`config.mk`:
```
export PLATFORM = sky130hd
export DESIGN_NAME = ocl_limit_cmd
export DESIGN_NICKNAME = d
export VERILOG_FILES = /design/src/verilog/ocl_pkg.sv /design/src/verilog/ocl_limit_cmd.sv
export SDC_FILE = /design/constraint.sdc
export NUM_CORES = 1
export LEC_CHECK = 0
export BUFFER_PORTS_ARGS = -buffer_cell sky130_fd_sc_hd__buf_2
export CAP_MARGIN = 20
export CORE_MARGIN = 4
export CORE_UTILIZATION = 55
export CTS_CLUSTER_SIZE = 12
export DETAILED_ROUTE_END_ITERATION = 10
export PLACE_DENSITY = 0.92
export SLEW_MARGIN = 20
export SYNTH_ARGS = -nofsm -noshare
export SYNTH_HDL_FRONTEND = slang
export SYNTH_SLANG_ARGS = --single-unit
```
`constraint.sdc`:
```
create_clock -name i_clk -period 3.8 [get_ports i_clk]
set_input_delay 0.19 -clock i_clk [delete_from_list [all_inputs] [get_ports i_clk]]
set_output_delay 0.19 -clock i_clk [all_outputs]
set_load 0.02 [all_outputs]
```
`src/verilog/ocl_pkg.sv`:
```
package ocl_pkg;
  // Command codes; all but the undervoltage fault limit are handled by this block
  localparam logic [7:0] CMD_UV_FAULT_LIMIT = 8'h44;
  localparam logic [7:0] CMD_OC_FAULT_LIMIT = 8'h46;
  localparam logic [7:0] CMD_LV_THRESHOLD   = 8'h48;
  localparam logic [7:0] CMD_LV_RESPONSE    = 8'h49;
  localparam logic [7:0] PHASE_ALL          = 8'hFF;

  // Limit register layout
  localparam int          LIM_BIT7_POS     = 7;
  localparam int          LIM_BIT6_POS     = 6;
  localparam logic [7:0]  LIM_UPPER_RESET  = 8'h00;
  localparam logic [7:0]  LIM_MANT_RESET   = 8'h1C;

  // Response byte layout (copied from the undervoltage response)
  localparam int          RSP_ACT_POS      = 6;
  localparam int          RSP_RETRY_LSB    = 3;
  localparam logic [2:0]  RETRY_LATCH      = 3'h0;
  localparam logic [2:0]  RETRY_HICCUP     = 3'h7;

  // Phase-count field encoding: 0 stands for four phases
  localparam logic [1:0]  PH_ONE           = 2'h1;
  localparam logic [1:0]  PH_TWO           = 2'h2;
  localparam logic [1:0]  PH_THREE         = 2'h3;
  localparam logic [1:0]  PH_FOUR          = 2'h0;

  // Timing
  localparam int CLK_PERIOD_NS  = 10;
  localparam int DLY_2US_NS     = 2000;
  localparam int DLY_16US_NS    = 16000;
  localparam int DLY_64US_NS    = 64000;
  localparam int DLY_256US_NS   = 256000;
  localparam int HICCUP_MS      = 52;
  localparam int DLY_2US_CYC    = DLY_2US_NS / CLK_PERIOD_NS;
  localparam int DLY_16US_CYC   = DLY_16US_NS / CLK_PERIOD_NS;
  localparam int DLY_64US_CYC   = DLY_64US_NS / CLK_PERIOD_NS;
  localparam int DLY_256US_CYC  = DLY_256US_NS / CLK_PERIOD_NS;
  localparam int HICCUP_CYC     = HICCUP_MS * 1000000 / CLK_PERIOD_NS;

  // Fault sequencer, Gray along idle-delay-off and hiccup-idle; delay-hiccup and off-idle flip both bits
  typedef enum logic [1:0] {
    OCL_IDLE   = 2'b00,
    OCL_DELAY  = 2'b01,
    OCL_OFF    = 2'b11,
    OCL_HICCUP = 2'b10
  } ocl_state_type;
endpackage
```
`src/verilog/ocl_limit_cmd.sv`:
```
module ocl_limit_cmd #(
  parameter int DLY64_CYC  = ocl_pkg::DLY_64US_CYC,
  parameter int DLY256_CYC = ocl_pkg::DLY_256US_CYC,
  parameter int HICCUP_CYC = ocl_pkg::HICCUP_CYC
) (
  // Clock and reset
  input  wire logic        i_clk,
  input  wire logic        i_reset,
  // Decoded command port
  input  wire logic        i_cmd_valid,
  input  wire logic        i_cmd_write,
  input  wire logic [7:0]  i_cmd_code,
  input  wire logic [7:0]  i_cmd_phase,
  input  wire logic [15:0] i_cmd_wdata,
  output logic             o_cmd_done,
  output logic             o_cmd_nack,
  output logic             o_cmd_silent,
  output logic [15:0]      o_cmd_rdata,
  // Configuration and mirrored sources
  input  wire logic [1:0]  i_phase_count,
  input  wire logic        i_is_primary,
  input  wire logic [15:0] i_uv_fault_limit,
  input  wire logic [7:0]  i_uv_response,
  input  wire logic [7:0]  i_vout_mode,
  input  wire logic        i_nvm_restore,
  input  wire logic [3:0]  i_nvm_level,
  // Fault inputs
  input  wire logic        i_in_current_limit,
  input  wire logic        i_vout_below_lv,
  input  wire logic        i_clear_faults,
  // Applied settings
  output logic [3:0]       o_oc_level,
  output logic [15:0]      o_lv_threshold,
  output logic [7:0]       o_lv_mode,
  output logic             o_output_off,
  // Status flags
  output logic             o_status_cml,
  output logic             o_status_ivd,
  output logic             o_status_oc,
  output logic             o_status_iout,
  output logic             o_status_ocuv,
  // Alert pin, open drain
  output logic             o_smbalert_n_out,
  output logic             o_smbalert_n_oe
);
  // Band index of the single-phase table
  function automatic logic [3:0] bin_phase(input logic [8:0] v);
    logic [3:0] r;
    r = 4'h0;
    if (v >= 9'd14) r = 4'h1;
    if (v >= 9'd17) r = 4'h2;
    if (v >= 9'd22) r = 4'h3;
    if (v >= 9'd25) r = 4'h4;
    if (v >= 9'd28) r = 4'h5;
    if (v >= 9'd33) r = 4'h6;
    if (v >= 9'd37) r = 4'h7;
    if (v >= 9'd39) r = 4'h8;
    if (v >= 9'd42) r = 4'h9;
    if (v >= 9'd47) r = 4'hA;
    if (v >= 9'd50) r = 4'hB;
    if (v >= 9'd53) r = 4'hC;
    if (v >= 9'd58) r = 4'hD;
    return r;
  endfunction

  // Band index of the three-phase stack table
  function automatic logic [3:0] bin_stack3(input logic [7:0] v);
    logic [3:0] r;
    r = 4'h0;
    if (v >= 8'd42)  r = 4'h1;
    if (v >= 8'd51)  r = 4'h2;
    if (v >= 8'd64)  r = 4'h3;
    if (v >= 8'd75)  r = 4'h4;
    if (v >= 8'd85)  r = 4'h5;
    if (v >= 8'd98)  r = 4'h6;
    if (v >= 8'd109) r = 4'h7;
    if (v >= 8'd117) r = 4'h8;
    if (v >= 8'd126) r = 4'h9;
    if (v >= 8'd139) r = 4'hA;
    if (v >= 8'd148) r = 4'hB;
    if (v >= 8'd158) r = 4'hC;
    if (v >= 8'd173) r = 4'hD;
    return r;
  endfunction

  // Canonical mantissa per band: the band's lower bound, first band 10
  function automatic logic [7:0] canon(input logic [3:0] idx);
    logic [7:0] r;
    case (idx)
      4'h0:    r = 8'h0A;
      4'h1:    r = 8'h0E;
      4'h2:    r = 8'h11;
      4'h3:    r = 8'h16;
      4'h4:    r = 8'h19;
      4'h5:    r = 8'h1C;
      4'h6:    r = 8'h21;
      4'h7:    r = 8'h25;
      4'h8:    r = 8'h27;
      4'h9:    r = 8'h2A;
      4'hA:    r = 8'h2F;
      4'hB:    r = 8'h32;
      4'hC:    r = 8'h35;
      default: r = 8'h3A;
    endcase
    return r;
  endfunction

  logic [7:0]              mant_ff;
  logic [7:0]              nxt_mant;
  logic                    done_ff;
  logic                    nack_ff;
  logic                    silent_ff;
  logic [15:0]             rdata_ff;
  logic                    cml_ff;
  logic                    ivd_ff;
  logic                    oc_ff;
  logic                    iout_ff;
  logic                    ocuv_ff;
  logic [31:0]             cnt_ff;
  logic [31:0]             nxt_cnt;
  ocl_pkg::ocl_state_type  state_ff;
  ocl_pkg::ocl_state_type  nxt_state;

  // Phase-count decode
  wire        ph1       = (i_phase_count == ocl_pkg::PH_ONE);
  wire        ph2       = (i_phase_count == ocl_pkg::PH_TWO);
  wire        ph3       = (i_phase_count == ocl_pkg::PH_THREE);
  wire        ph4       = (i_phase_count == ocl_pkg::PH_FOUR);
  wire [2:0]  ph_mult   = ph4 ? 3'd4 : {1'b0, i_phase_count};

  // Command decode
  wire        hit_lim   = i_cmd_valid && (i_cmd_code == ocl_pkg::CMD_OC_FAULT_LIMIT);
  wire        hit_ro    = i_cmd_valid && ((i_cmd_code == ocl_pkg::CMD_LV_THRESHOLD) ||
                                          (i_cmd_code == ocl_pkg::CMD_LV_RESPONSE));
  wire        all_ph    = (i_cmd_phase == ocl_pkg::PHASE_ALL) && !ph1;
  wire        wr_lim    = hit_lim && i_cmd_write;
  wire        rd_lim    = hit_lim && !i_cmd_write;

  // Per-phase write permission checks
  wire        up_chg    = i_cmd_wdata[15:8] != ocl_pkg::LIM_UPPER_RESET;
  wire        b7_bad    = (i_cmd_wdata[ocl_pkg::LIM_BIT7_POS] != mant_ff[ocl_pkg::LIM_BIT7_POS]) &&
                          !(ph3 || ph4);
  wire        b6_bad    = (i_cmd_wdata[ocl_pkg::LIM_BIT6_POS] != mant_ff[ocl_pkg::LIM_BIT6_POS]) &&
                          ph1;
  wire        lim_bad   = all_ph ? up_chg : (up_chg || b7_bad || b6_bad);
  wire        wr_bad    = (wr_lim && lim_bad) || (hit_ro && i_cmd_write);

  // All-phase split of the stack value
  wire [8:0]  st2       = {1'b0, i_cmd_wdata[7:0]} + 9'd1;
  wire [8:0]  st4       = {1'b0, i_cmd_wdata[7:0]} + 9'd2;
  wire [7:0]  per_ph2   = st2[8:1];
  wire [7:0]  per_ph4   = {1'b0, st4[8:2]};
  wire [7:0]  per_ph3   = canon(bin_stack3(i_cmd_wdata[7:0]));
  wire [7:0]  split_val = ph2 ? per_ph2 : (ph3 ? per_ph3 : per_ph4);

  // Applied threshold: highest band whose lower bound the stored mantissa reaches
  assign o_oc_level = bin_phase({1'b0, mant_ff});

  // Read data
  wire [10:0] prod      = mant_ff * ph_mult;
  wire        rd_all    = rd_lim && all_ph;
  wire [15:0] lv_rsp    = {8'h00, 1'b0, i_uv_response[ocl_pkg::RSP_ACT_POS],
                           i_uv_response[5:3], 1'b0, i_uv_response[1:0]};
  wire [15:0] rd_val    = (i_cmd_code == ocl_pkg::CMD_LV_THRESHOLD) ? i_uv_fault_limit :
                          (i_cmd_code == ocl_pkg::CMD_LV_RESPONSE) ? lv_rsp :
                          rd_all ? {5'h00, prod} : {8'h00, mant_ff};

  // Mantissa next value: restore, then accepted writes
  always_comb
  begin
    nxt_mant = mant_ff;
    if (i_nvm_restore)
      nxt_mant = canon(i_nvm_level);
    else if (wr_lim && !lim_bad)
      nxt_mant = all_ph ? split_val : i_cmd_wdata[7:0];
  end

  // Limit storage and command answer
  always_ff @(posedge i_clk)
  begin
    if (i_reset)
    begin
      mant_ff   <= ocl_pkg::LIM_MANT_RESET;
      done_ff   <= 1'b0;
      nack_ff   <= 1'b0;
      silent_ff <= 1'b0;
      rdata_ff  <= 16'h0000;
    end
    else
    begin
      mant_ff   <= nxt_mant;
      done_ff   <= hit_lim || hit_ro;
      nack_ff   <= wr_bad;
      silent_ff <= rd_all && !i_is_primary;
      rdata_ff  <= (i_cmd_write || (rd_all && !i_is_primary)) ? 16'h0000 : rd_val;
    end
  end

  assign o_cmd_done   = done_ff;
  assign o_cmd_nack   = nack_ff;
  assign o_cmd_silent = silent_ff;
  assign o_cmd_rdata  = rdata_ff;

  // Comparator threshold: relative value, LSB given by the mode byte
  always_ff @(posedge i_clk)
  begin
    if (i_reset)
    begin
      o_lv_threshold <= 16'h0000;
      o_lv_mode      <= 8'h00;
    end
    else
    begin
      o_lv_threshold <= i_uv_fault_limit;
      o_lv_mode      <= i_vout_mode;
    end
  end

  // Fault sequencer inputs
  wire        act_en    = i_uv_response[ocl_pkg::RSP_ACT_POS];
  wire [2:0]  retry     = i_uv_response[5:3];
  wire        lv_cond   = i_in_current_limit && i_vout_below_lv;
  wire [31:0] dly_cyc   = (i_uv_response[1:0] == 2'h0) ? 32'(ocl_pkg::DLY_2US_CYC) :
                          (i_uv_response[1:0] == 2'h1) ? 32'(ocl_pkg::DLY_16US_CYC) :
                          (i_uv_response[1:0] == 2'h2) ? 32'(DLY64_CYC) : 32'(DLY256_CYC);
  wire        cnt_end   = (cnt_ff == 32'h00000001);
  wire        declare   = (state_ff == ocl_pkg::OCL_DELAY) && lv_cond && cnt_end;

  // Fault sequencer next state; codes other than hiccup latch off
  always_comb
  begin
    nxt_state = state_ff;
    nxt_cnt   = cnt_ff;
    case (state_ff)
      ocl_pkg::OCL_IDLE:
      begin
        if (lv_cond && act_en)
        begin
          nxt_state = ocl_pkg::OCL_DELAY;
          nxt_cnt   = dly_cyc;
        end
      end
      ocl_pkg::OCL_DELAY:
      begin
        if (!lv_cond)
        begin
          nxt_state = ocl_pkg::OCL_IDLE;
          nxt_cnt   = 32'h00000000;
        end
        else if (cnt_end)
        begin
          nxt_state = (retry == ocl_pkg::RETRY_HICCUP) ? ocl_pkg::OCL_HICCUP : ocl_pkg::OCL_OFF;
          nxt_cnt   = 32'(HICCUP_CYC);
        end
        else
          nxt_cnt = cnt_ff - 32'h00000001;
      end
      ocl_pkg::OCL_OFF:
      begin
        if (i_clear_faults)
          nxt_state = ocl_pkg::OCL_IDLE;
      end
      ocl_pkg::OCL_HICCUP:
      begin
        if (cnt_end)
          nxt_state = ocl_pkg::OCL_IDLE;
        else
          nxt_cnt = cnt_ff - 32'h00000001;
      end
      default:
        nxt_state = ocl_pkg::OCL_IDLE;
    endcase
  end

  // Fault sequencer registers
  always_ff @(posedge i_clk)
  begin
    if (i_reset)
    begin
      state_ff <= ocl_pkg::OCL_IDLE;
      cnt_ff   <= 32'h00000000;
    end
    else
    begin
      state_ff <= nxt_state;
      cnt_ff   <= nxt_cnt;
    end
  end

  assign o_output_off = (state_ff == ocl_pkg::OCL_OFF) || (state_ff == ocl_pkg::OCL_HICCUP);

  // Sticky flags; a set in the clearing cycle wins
  always_ff @(posedge i_clk)
  begin
    if (i_reset)
    begin
      cml_ff  <= 1'b0;
      ivd_ff  <= 1'b0;
      oc_ff   <= 1'b0;
      iout_ff <= 1'b0;
      ocuv_ff <= 1'b0;
    end
    else
    begin
      cml_ff  <= wr_bad  || (cml_ff  && !i_clear_faults);
      ivd_ff  <= wr_bad  || (ivd_ff  && !i_clear_faults);
      oc_ff   <= declare || (oc_ff   && !i_clear_faults);
      iout_ff <= declare || (iout_ff && !i_clear_faults);
      ocuv_ff <= declare || (ocuv_ff && !i_clear_faults);
    end
  end

  assign o_status_cml     = cml_ff;
  assign o_status_ivd     = ivd_ff;
  assign o_status_oc      = oc_ff;
  assign o_status_iout    = iout_ff;
  assign o_status_ocuv    = ocuv_ff;
  // Alert only ever pulls low; the pin is released otherwise
  assign o_smbalert_n_out = 1'b0;
  assign o_smbalert_n_oe  = oc_ff || cml_ff;
endmodule

```
; ---- After elaboration in Yosys (flattened, before gate mapping)
; Memories as Yosys holds them, arrays and structs flattened.
; Cells that the tools add are included.
[op_classes]
order_cmp = 26
n_addsub = 3
mul = 1
eq_ne = 21
n_mux = 51
reduce_logical = 50
[ops]
columns = op, count
row1 = two-way mux 32 bit, 4
row2 = two-way mux 4 bit, 24
row3 = case mux 32 bit (3 select lines), 1
row4 = >= comparator 8 x 6 -> 1 bit (second input constant), 10
row5 = >= comparator 8 x 7 -> 1 bit (second input constant), 7
row6 = two-way mux 15 bit, 3
row7 = two-way mux 8 bit, 5
row8 = == test 32 x 1 -> 1 bit (second input constant), 1
row9 = >= comparator 8 x 5 -> 1 bit (second input constant), 4
row10 = >= comparator 8 bit (second input constant), 4
row11 = subtractor 32 x 1 -> 32 bit (second input constant), 1
row12 = == test 8 x 7 -> 1 bit (second input constant), 3
row13 = two-way mux 11 bit, 2
row14 = logical AND 1 bit, 21
row15 = two-way mux 16 bit, 1
row16 = logical OR 1 bit, 14
row17 = multiplier 8 x 3 -> 11 bit, 1
row18 = == test 2 bit (second input constant), 5
row19 = two-way mux 2 bit, 5
row20 = adder 8 x 1 -> 9 bit (second input constant), 1
row21 = adder 8 x 2 -> 9 bit (second input constant), 1
row22 = == test 8 bit (second input constant), 1
row23 = >= comparator 8 x 4 -> 1 bit (second input constant), 1
row24 = != test 2 bit (second input constant), 4
row25 = 15 further kinds, 28
[totals]
reg_bits = 90
output_inout_bits = 55
n_memories = 2
rom_bits = 192
word_cells = 168
inputBits = 79
[memory_table]
columns = memory, words, word_bits, rd, rd_clocked_by_memory_dff, write_ports, line_no
row1 = (name not given), 16, 6, 1, 0, 0, ocl_limit_cmd.sv:89  ; case (idx)
row2 = (name not given), 16, 6, 1, 0, 0, ocl_limit_cmd.sv:89

; ---- Logic depth before layout (Yosys ltp)
; An unclocked memory read counts as a cell.
[logic_depth]
depth_word = 20
depth_mapped = 18
mapped_depth_nobuf = 16

; ---- Worst setup path after synthesis
; Ideal clock, no wire load.
[synth_path]
path_kind = input to register
startpoint = input i_phase_count[1]
endpoint = register rdata_ff[8] (netlist: o_cmd_rdata[8])
slack_ps = 582
stages = 18
required_ps = 3683
setup_time_ps = 117
n_path_buf = 2
arrival_ps = 3101
cell_sequence = clkbuf_1 > inv_1 > ha_1 > clkbuf_1 > nor2_1 > nand2_1 > fa_1 > inv_1 > ha_1 > inv_1 > fa_1 > nor2b_1 > o21a_1 > o21ai_0 > nand2b_1 > a21oi_1 > xnor2_1 > a22o_1
[synth_between]
elab_chain_cells = 7
word_cells_on_any_way = 13
cone_classes = 1 x mul / 1 x eq/ne / 4 x mux / 7 x reduce/logical
[synth_lines]
columns = item, line_no
row1 = start: declaration, ocl_limit_cmd.sv:20  ; input wire logic [1:0] i_phase_count,
row2 = branches (longest 7 deep; another with multiplier 8 x 3 -> 11 bit), --
row3 = end signal: assignment, ocl_limit_cmd.sv:195  ; rdata_ff <= (i_cmd_write || (rd_all && !i_is_primary)) ? 16'h0000 : rd_val;
row4 = end: declaration, ocl_limit_cmd.sv:113  ; logic [15:0] rdata_ff;
; Parallel ways; which one is timed is not known.
; A chain may end at the register's enable or synchronous reset.

; ---- Final worst setup path
[layout_path]
startpoint = register cnt_ff[0]
endpoint = register cnt_ff[9]
[layout_between]
elab_chain_cells = 4
word_cells_on_any_way = 8
cone_classes = 1 x add/sub / 2 x eq/ne / 4 x mux / 1 x reduce/logical
[layout_lines]
columns = item, line_no
row1 = start: declaration, ocl_limit_cmd.sv:119  ; logic [31:0] cnt_ff;
row2 = start signal: assignment, ocl_limit_cmd.sv:286  ; cnt_ff <= nxt_cnt;
row3 = subtractor 32 x 1 -> 32 bit or == test 32 x 1 -> 1 bit (tied branches), "ocl_limit_cmd.sv:256, ocl_limit_cmd.sv:268, ocl_limit_cmd.sv:226"
row4 = two-way mux 32 bit, ocl_limit_cmd.sv:250  ; else if (cnt_end)
row5 = two-way mux 32 bit, ocl_limit_cmd.sv:245  ; if (!lv_cond)
row6 = case mux 32 bit (3 select lines), ocl_limit_cmd.sv:234  ; case (state_ff)
; Parallel ways exist; a longest one is shown, timed or not. The select of a mux whose other input is x is not followed.

==> flow_results.xml <==
<?xml version="1.0" encoding="UTF-8"?>
<metrics>
  <group name="outcome">
    <metric name="outcome" unit="">completed</metric>
  </group>
  <group name="route">
    <metric name="drt-wirelength-per-cell" unit="um">15.7</metric>
    <metric name="first_iter_violations" unit="">554</metric>
    <metric name="routed-via-count" unit="">6106</metric>
    <metric name="drt_drc_violations_left" unit="">0</metric>
    <metric name="detail_route.wirelength" unit="mm">16.3</metric>
    <metric name="drtPass1Iterations" unit="">5</metric>
    <metric name="drt.antenna.violating_nets" unit="">0</metric>
    <metric name="route.detailed.vias_per_inst" unit="">5.89</metric>
  </group>
  <group name="setup_path">
    <metric name="critical_path.cell_chain" unit="">ha_1 -&gt; or4b_2 -&gt; nor4_1 -&gt; nand3_1 -&gt; o21ai_1 -&gt; o22ai_1 -&gt; a22oi_1 -&gt; nor2_1</metric>
    <metric name="timing.reg2reg.worst_path_depth" unit="">8</metric>
    <metric name="r2r_setup_slack" unit="ps">600</metric>
    <metric name="cp_data_arrival_time" unit="ps">3450</metric>
    <metric name="cpPeakStageDelay" unit="ps">620</metric>
    <metric name="timing.critical_path.max_delay_family" unit="">simple AND/OR/NAND/NOR gates</metric>
    <metric name="critPathLaunchType" unit="">flop</metric>
    <metric name="worstSetupEndpointType" unit="">flop</metric>
    <metric name="crit_slowest_cell" unit="">o21ai_1</metric>
    <metric name="launching_point_of_the_worst_reg2reg_path" unit="">cnt_ff[0]$_SDFFE_PP0P_</metric>
    <metric name="cp_data_required_time" unit="ps">4040</metric>
    <metric name="setup.worst_path.class" unit="">reg -&gt; reg</metric>
    <metric name="timing.critical_path.fanout_max" unit="">10</metric>
    <metric name="r2r_end" unit="">cnt_ff[9]$_SDFFE_PP0P_</metric>
    <metric name="path_buf_inv" unit="">0</metric>
  </group>
  <group name="die">
    <metric name="floorplan.die.width" unit="um">113</metric>
    <metric name="floorplan.initialDensity" unit="">0.563</metric>
    <metric name="num_ports" unit="">134</metric>
    <metric name="rows" unit="">38</metric>
    <metric name="core_area" unit="sq um">10800</metric>
    <metric name="die_height" unit="um">113</metric>
    <metric name="die-area" unit="sq um">12900</metric>
  </group>
  <group name="run">
    <metric name="maxCapViolCount" unit="">0</metric>
  </group>
  <group name="yosys">
    <metric name="synthesis.yosys.warnings" unit="">0</metric>
    <metric name="post_syn_area" unit="sq um">6110</metric>
    <metric name="postSynth.asyncResetShare" unit="">0</metric>
    <metric name="synth_ff_type" unit="">dfxtp_1</metric>
    <metric name="postSynthCellCount" unit="">793</metric>
    <metric name="synth-seq-area-share" unit="">0.295</metric>
    <metric name="synth.avg_cell_area" unit="sq um">7.70</metric>
    <metric name="synth.distinct_cells" unit="">68</metric>
    <metric name="synth-seq-cells" unit="">90</metric>
    <metric name="synth_fp_nets" unit="">918</metric>
    <metric name="synth-edff-count" unit="">0</metric>
  </group>
  <group name="clocking">
    <metric name="cts.clk_slew.worst_paths" unit="ps">90</metric>
    <metric name="ctsHoldBuffers" unit="">0</metric>
    <metric name="clk_root_buffer_cell" unit="">clkbuf_8</metric>
    <metric name="cts_made_buffers" unit="">9</metric>
    <metric name="cts-resized-gates" unit="">0</metric>
    <metric name="clock_insertion_delay_worst_skew" unit="ps">380</metric>
    <metric name="postCtsSetupBuffers" unit="">0</metric>
    <metric name="max-clock-path-buffers" unit="">2</metric>
    <metric name="tritoncts" unit="">yes</metric>
    <metric name="number_of_h_tree_levels" unit="">3</metric>
    <metric name="clkSinkCount" unit="">90</metric>
  </group>
  <group name="timing">
    <metric name="timing_worst_slew_pin_value" unit="ps">885</metric>
    <metric name="tns" unit="ps">0</metric>
    <metric name="finalSetupViolations" unit="">0</metric>
    <metric name="fmax" unit="GHz">0.312</metric>
    <metric name="unrepaired_setup_endpoints_after_global_routing" unit="">no</metric>
    <metric name="period_share" unit="">0.843</metric>
    <metric name="final-max-slew-violation-count" unit="">0</metric>
    <metric name="finalHoldViolCount" unit="">0</metric>
    <metric name="min_period" unit="ps">3200</metric>
    <metric name="slew-limit-headroom" unit="">0.405</metric>
    <metric name="timing.clock.skew" unit="ps">7.82</metric>
  </group>
  <group name="grt">
    <metric name="grt_max_degree" unit="">59</metric>
    <metric name="grt_first_pass_wirelength" unit="mm">26.5</metric>
    <metric name="grt_usage" unit="">0.247</metric>
    <metric name="grt_antenna_before_repair" unit="">0</metric>
    <metric name="grt_remaining_overflow" unit="">0</metric>
    <metric name="first_global_vias" unit="">5579</metric>
  </group>
  <group name="power_and_ir_drop">
    <metric name="leakage" unit="nW">3.10</metric>
    <metric name="vdd.ir_drop.worst" unit="V">0.000252</metric>
    <metric name="p_total" unit="W">0.00252</metric>
    <metric name="power_per_cell_area" unit="nW/um^2">360</metric>
  </group>
  <group name="final_layout">
    <metric name="final-seq-area" unit="sq um">1800</metric>
    <metric name="layout.cells.most_common" unit="">buf_2</metric>
    <metric name="antennaDiodeCount" unit="">0</metric>
    <metric name="layout.cells.non_filler" unit="">1037</metric>
    <metric name="drive_gt1_frac" unit="">0.192</metric>
    <metric name="multiInputGateArea" unit="sq um">3970</metric>
    <metric name="synthToLayoutAreaGrowth" unit="%">14.8</metric>
    <metric name="final.fill_count" unit="">915</metric>
    <metric name="fin_nets" unit="">1017</metric>
    <metric name="mostFrequentLayoutCells" unit="">130 x buf_2, 90 x dfxtp_1, 77 x nor2_1</metric>
  </group>
  <group name="hold_path">
    <metric name="holdPathEnd" unit="">o_cmd_rdata[10]$_SDFF_PP0_</metric>
    <metric name="count_of_cells_along_the_worst_hold_path" unit="">3</metric>
    <metric name="min-delay-path-class" unit="">in -&gt; reg</metric>
    <metric name="min_delay_src" unit="">i_uv_fault_limit[10]</metric>
  </group>
  <group name="placed_design">
    <metric name="place.detailed.instances" unit="">1021</metric>
    <metric name="detailed_place_hpwl" unit="mm">12.1</metric>
    <metric name="gpl.final_weighted_congestion" unit="">0.919</metric>
    <metric name="placement.io_buffers" unit="">130</metric>
  </group>
</metrics>
[layout make-up]
type                            count  area share
Timing Repair Buffer              138       0.101
Clock buffer                       12      0.0236
Tap cell                          140      0.0250
Sequential cell                    90       0.257
Clock inverter                      4     0.00696
Multi-Input combinational cell    616       0.566
Inverter                           37      0.0198
[cells in the mapped netlist (5+ instances only)]
| library cell | count | area share |
|---|---|---|
| a211oi_1 | 16 | 0.020 |
| a21oi_1 | 57 | 0.047 |
| a22o_1 | 5 | 0.0072 |
| a22oi_1 | 7 | 0.0086 |
| a31oi_1 | 6 | 0.0061 |
| and2_1 | 9 | 0.0092 |
| and3_1 | 5 | 0.0051 |
| clkbuf_1 | 44 | 0.027 |
| dfxtp_1 | 90 | 0.30 |
| fa_1 | 7 | 0.023 |
| ha_1 | 39 | 0.080 |
| inv_1 | 37 | 0.023 |
| mux2i_1 | 6 | 0.0098 |
| nand2_1 | 72 | 0.044 |
| nand2b_1 | 14 | 0.014 |
| nand3_1 | 27 | 0.022 |
| nand3b_1 | 6 | 0.0074 |
| nand4_1 | 9 | 0.0092 |
| nor2_1 | 77 | 0.047 |
| nor2b_1 | 39 | 0.040 |
| nor3_1 | 26 | 0.021 |
| nor4_1 | 9 | 0.0092 |
| o211ai_1 | 8 | 0.0098 |
| o21a_1 | 5 | 0.0061 |
| o21ai_0 | 46 | 0.038 |
| or2_2 | 5 | 0.0051 |
| or3_1 | 10 | 0.010 |
| or4_1 | 5 | 0.0061 |
| xnor2_1 | 17 | 0.024 |
| xor2_1 | 16 | 0.023 |
[worst max path at each step]
stage	start	end	slack [ps]	cells past startpoint
floorplan	i_phase_count[1]	o_cmd_rdata[8]$_SDFF_PP0_	580	18
global placement	i_cmd_wdata[1]	mant_ff[3]$_SDFFE_PP1P_	450	13
detailed placement	i_cmd_wdata[1]	mant_ff[3]$_SDFFE_PP1P_	370	13
CTS	cnt_ff[0]$_SDFFE_PP0P_	cnt_ff[9]$_SDFFE_PP0P_	690	8
global route	i_cmd_wdata[1]	mant_ff[3]$_SDFFE_PP1P_	440	13
finish	cnt_ff[0]$_SDFFE_PP0P_	cnt_ff[9]$_SDFFE_PP0P_	600	8
[power by group]
group          internal (W)  leakage (nW)  switching (W)
Sequential          0.00100         0.737      0.0000613
Combinational      0.000309          2.26       0.000463
Clock              0.000356         0.112       0.000333
[per-layer routing]
layer | part of all wire | global-route usage | vias to the layer above
li1 | - | - | 2990
met1 | 0.42 | 0.327 | 2789
met2 | 0.46 | 0.402 | 294
met3 | 0.095 | 0.0508 | 33
met4 | 0.025 | 0.0857 | 0
met5 | 0 | 0 | -
[sequential cells by signal (all words and copies together) (netlist names)]
register        flops
cnt_ff             32
mant_ff             8
o_cmd_done          1
o_cmd_nack          1
o_cmd_rdata        16
o_cmd_silent        1
o_lv_mode           8
o_lv_threshold     16
o_status_cml        1
o_status_iout       1
o_status_ivd        1
o_status_oc         1
o_status_ocuv       1
state_ff            2
[logic make-up (layout without fill, tap and decap cells)]
group | count (synthesis) | after routing | synth area share
buf+inv | 87 | 191 | 0.0553
simple gates | 333 | 333 | 0.283
mux | 7 | 7 | 0.0117
fa+ha+maj | 46 | 46 | 0.103
compound gates | 196 | 196 | 0.205
xor+xnor | 33 | 33 | 0.0473
flops | 90 | 90 | 0.295
other cells | 1 | 1 | 0.000614
[tightest hold or removal path: cells and delay by family]
family                 cells  cell delay, ps
buffers and inverters      1              90
AND/OR/NAND/NOR            2              90
[stage by stage]
stage / worst slack [ps] / util / cell area (sq um) / hold slack [ps]
global placement: 448 / 0.627 / 6790 / 398
CTS: 690 / 0.646 / 7010 / 22.1
detailed placement: 366 / 0.627 / 6790 / 399
finish: 597 / 0.646 / 7010 / 24.3
floorplan: 582 / - / 6110 / 269
global route: 440 / 0.646 / 7010 / 25.9
(Power assumes the default switching activity.)
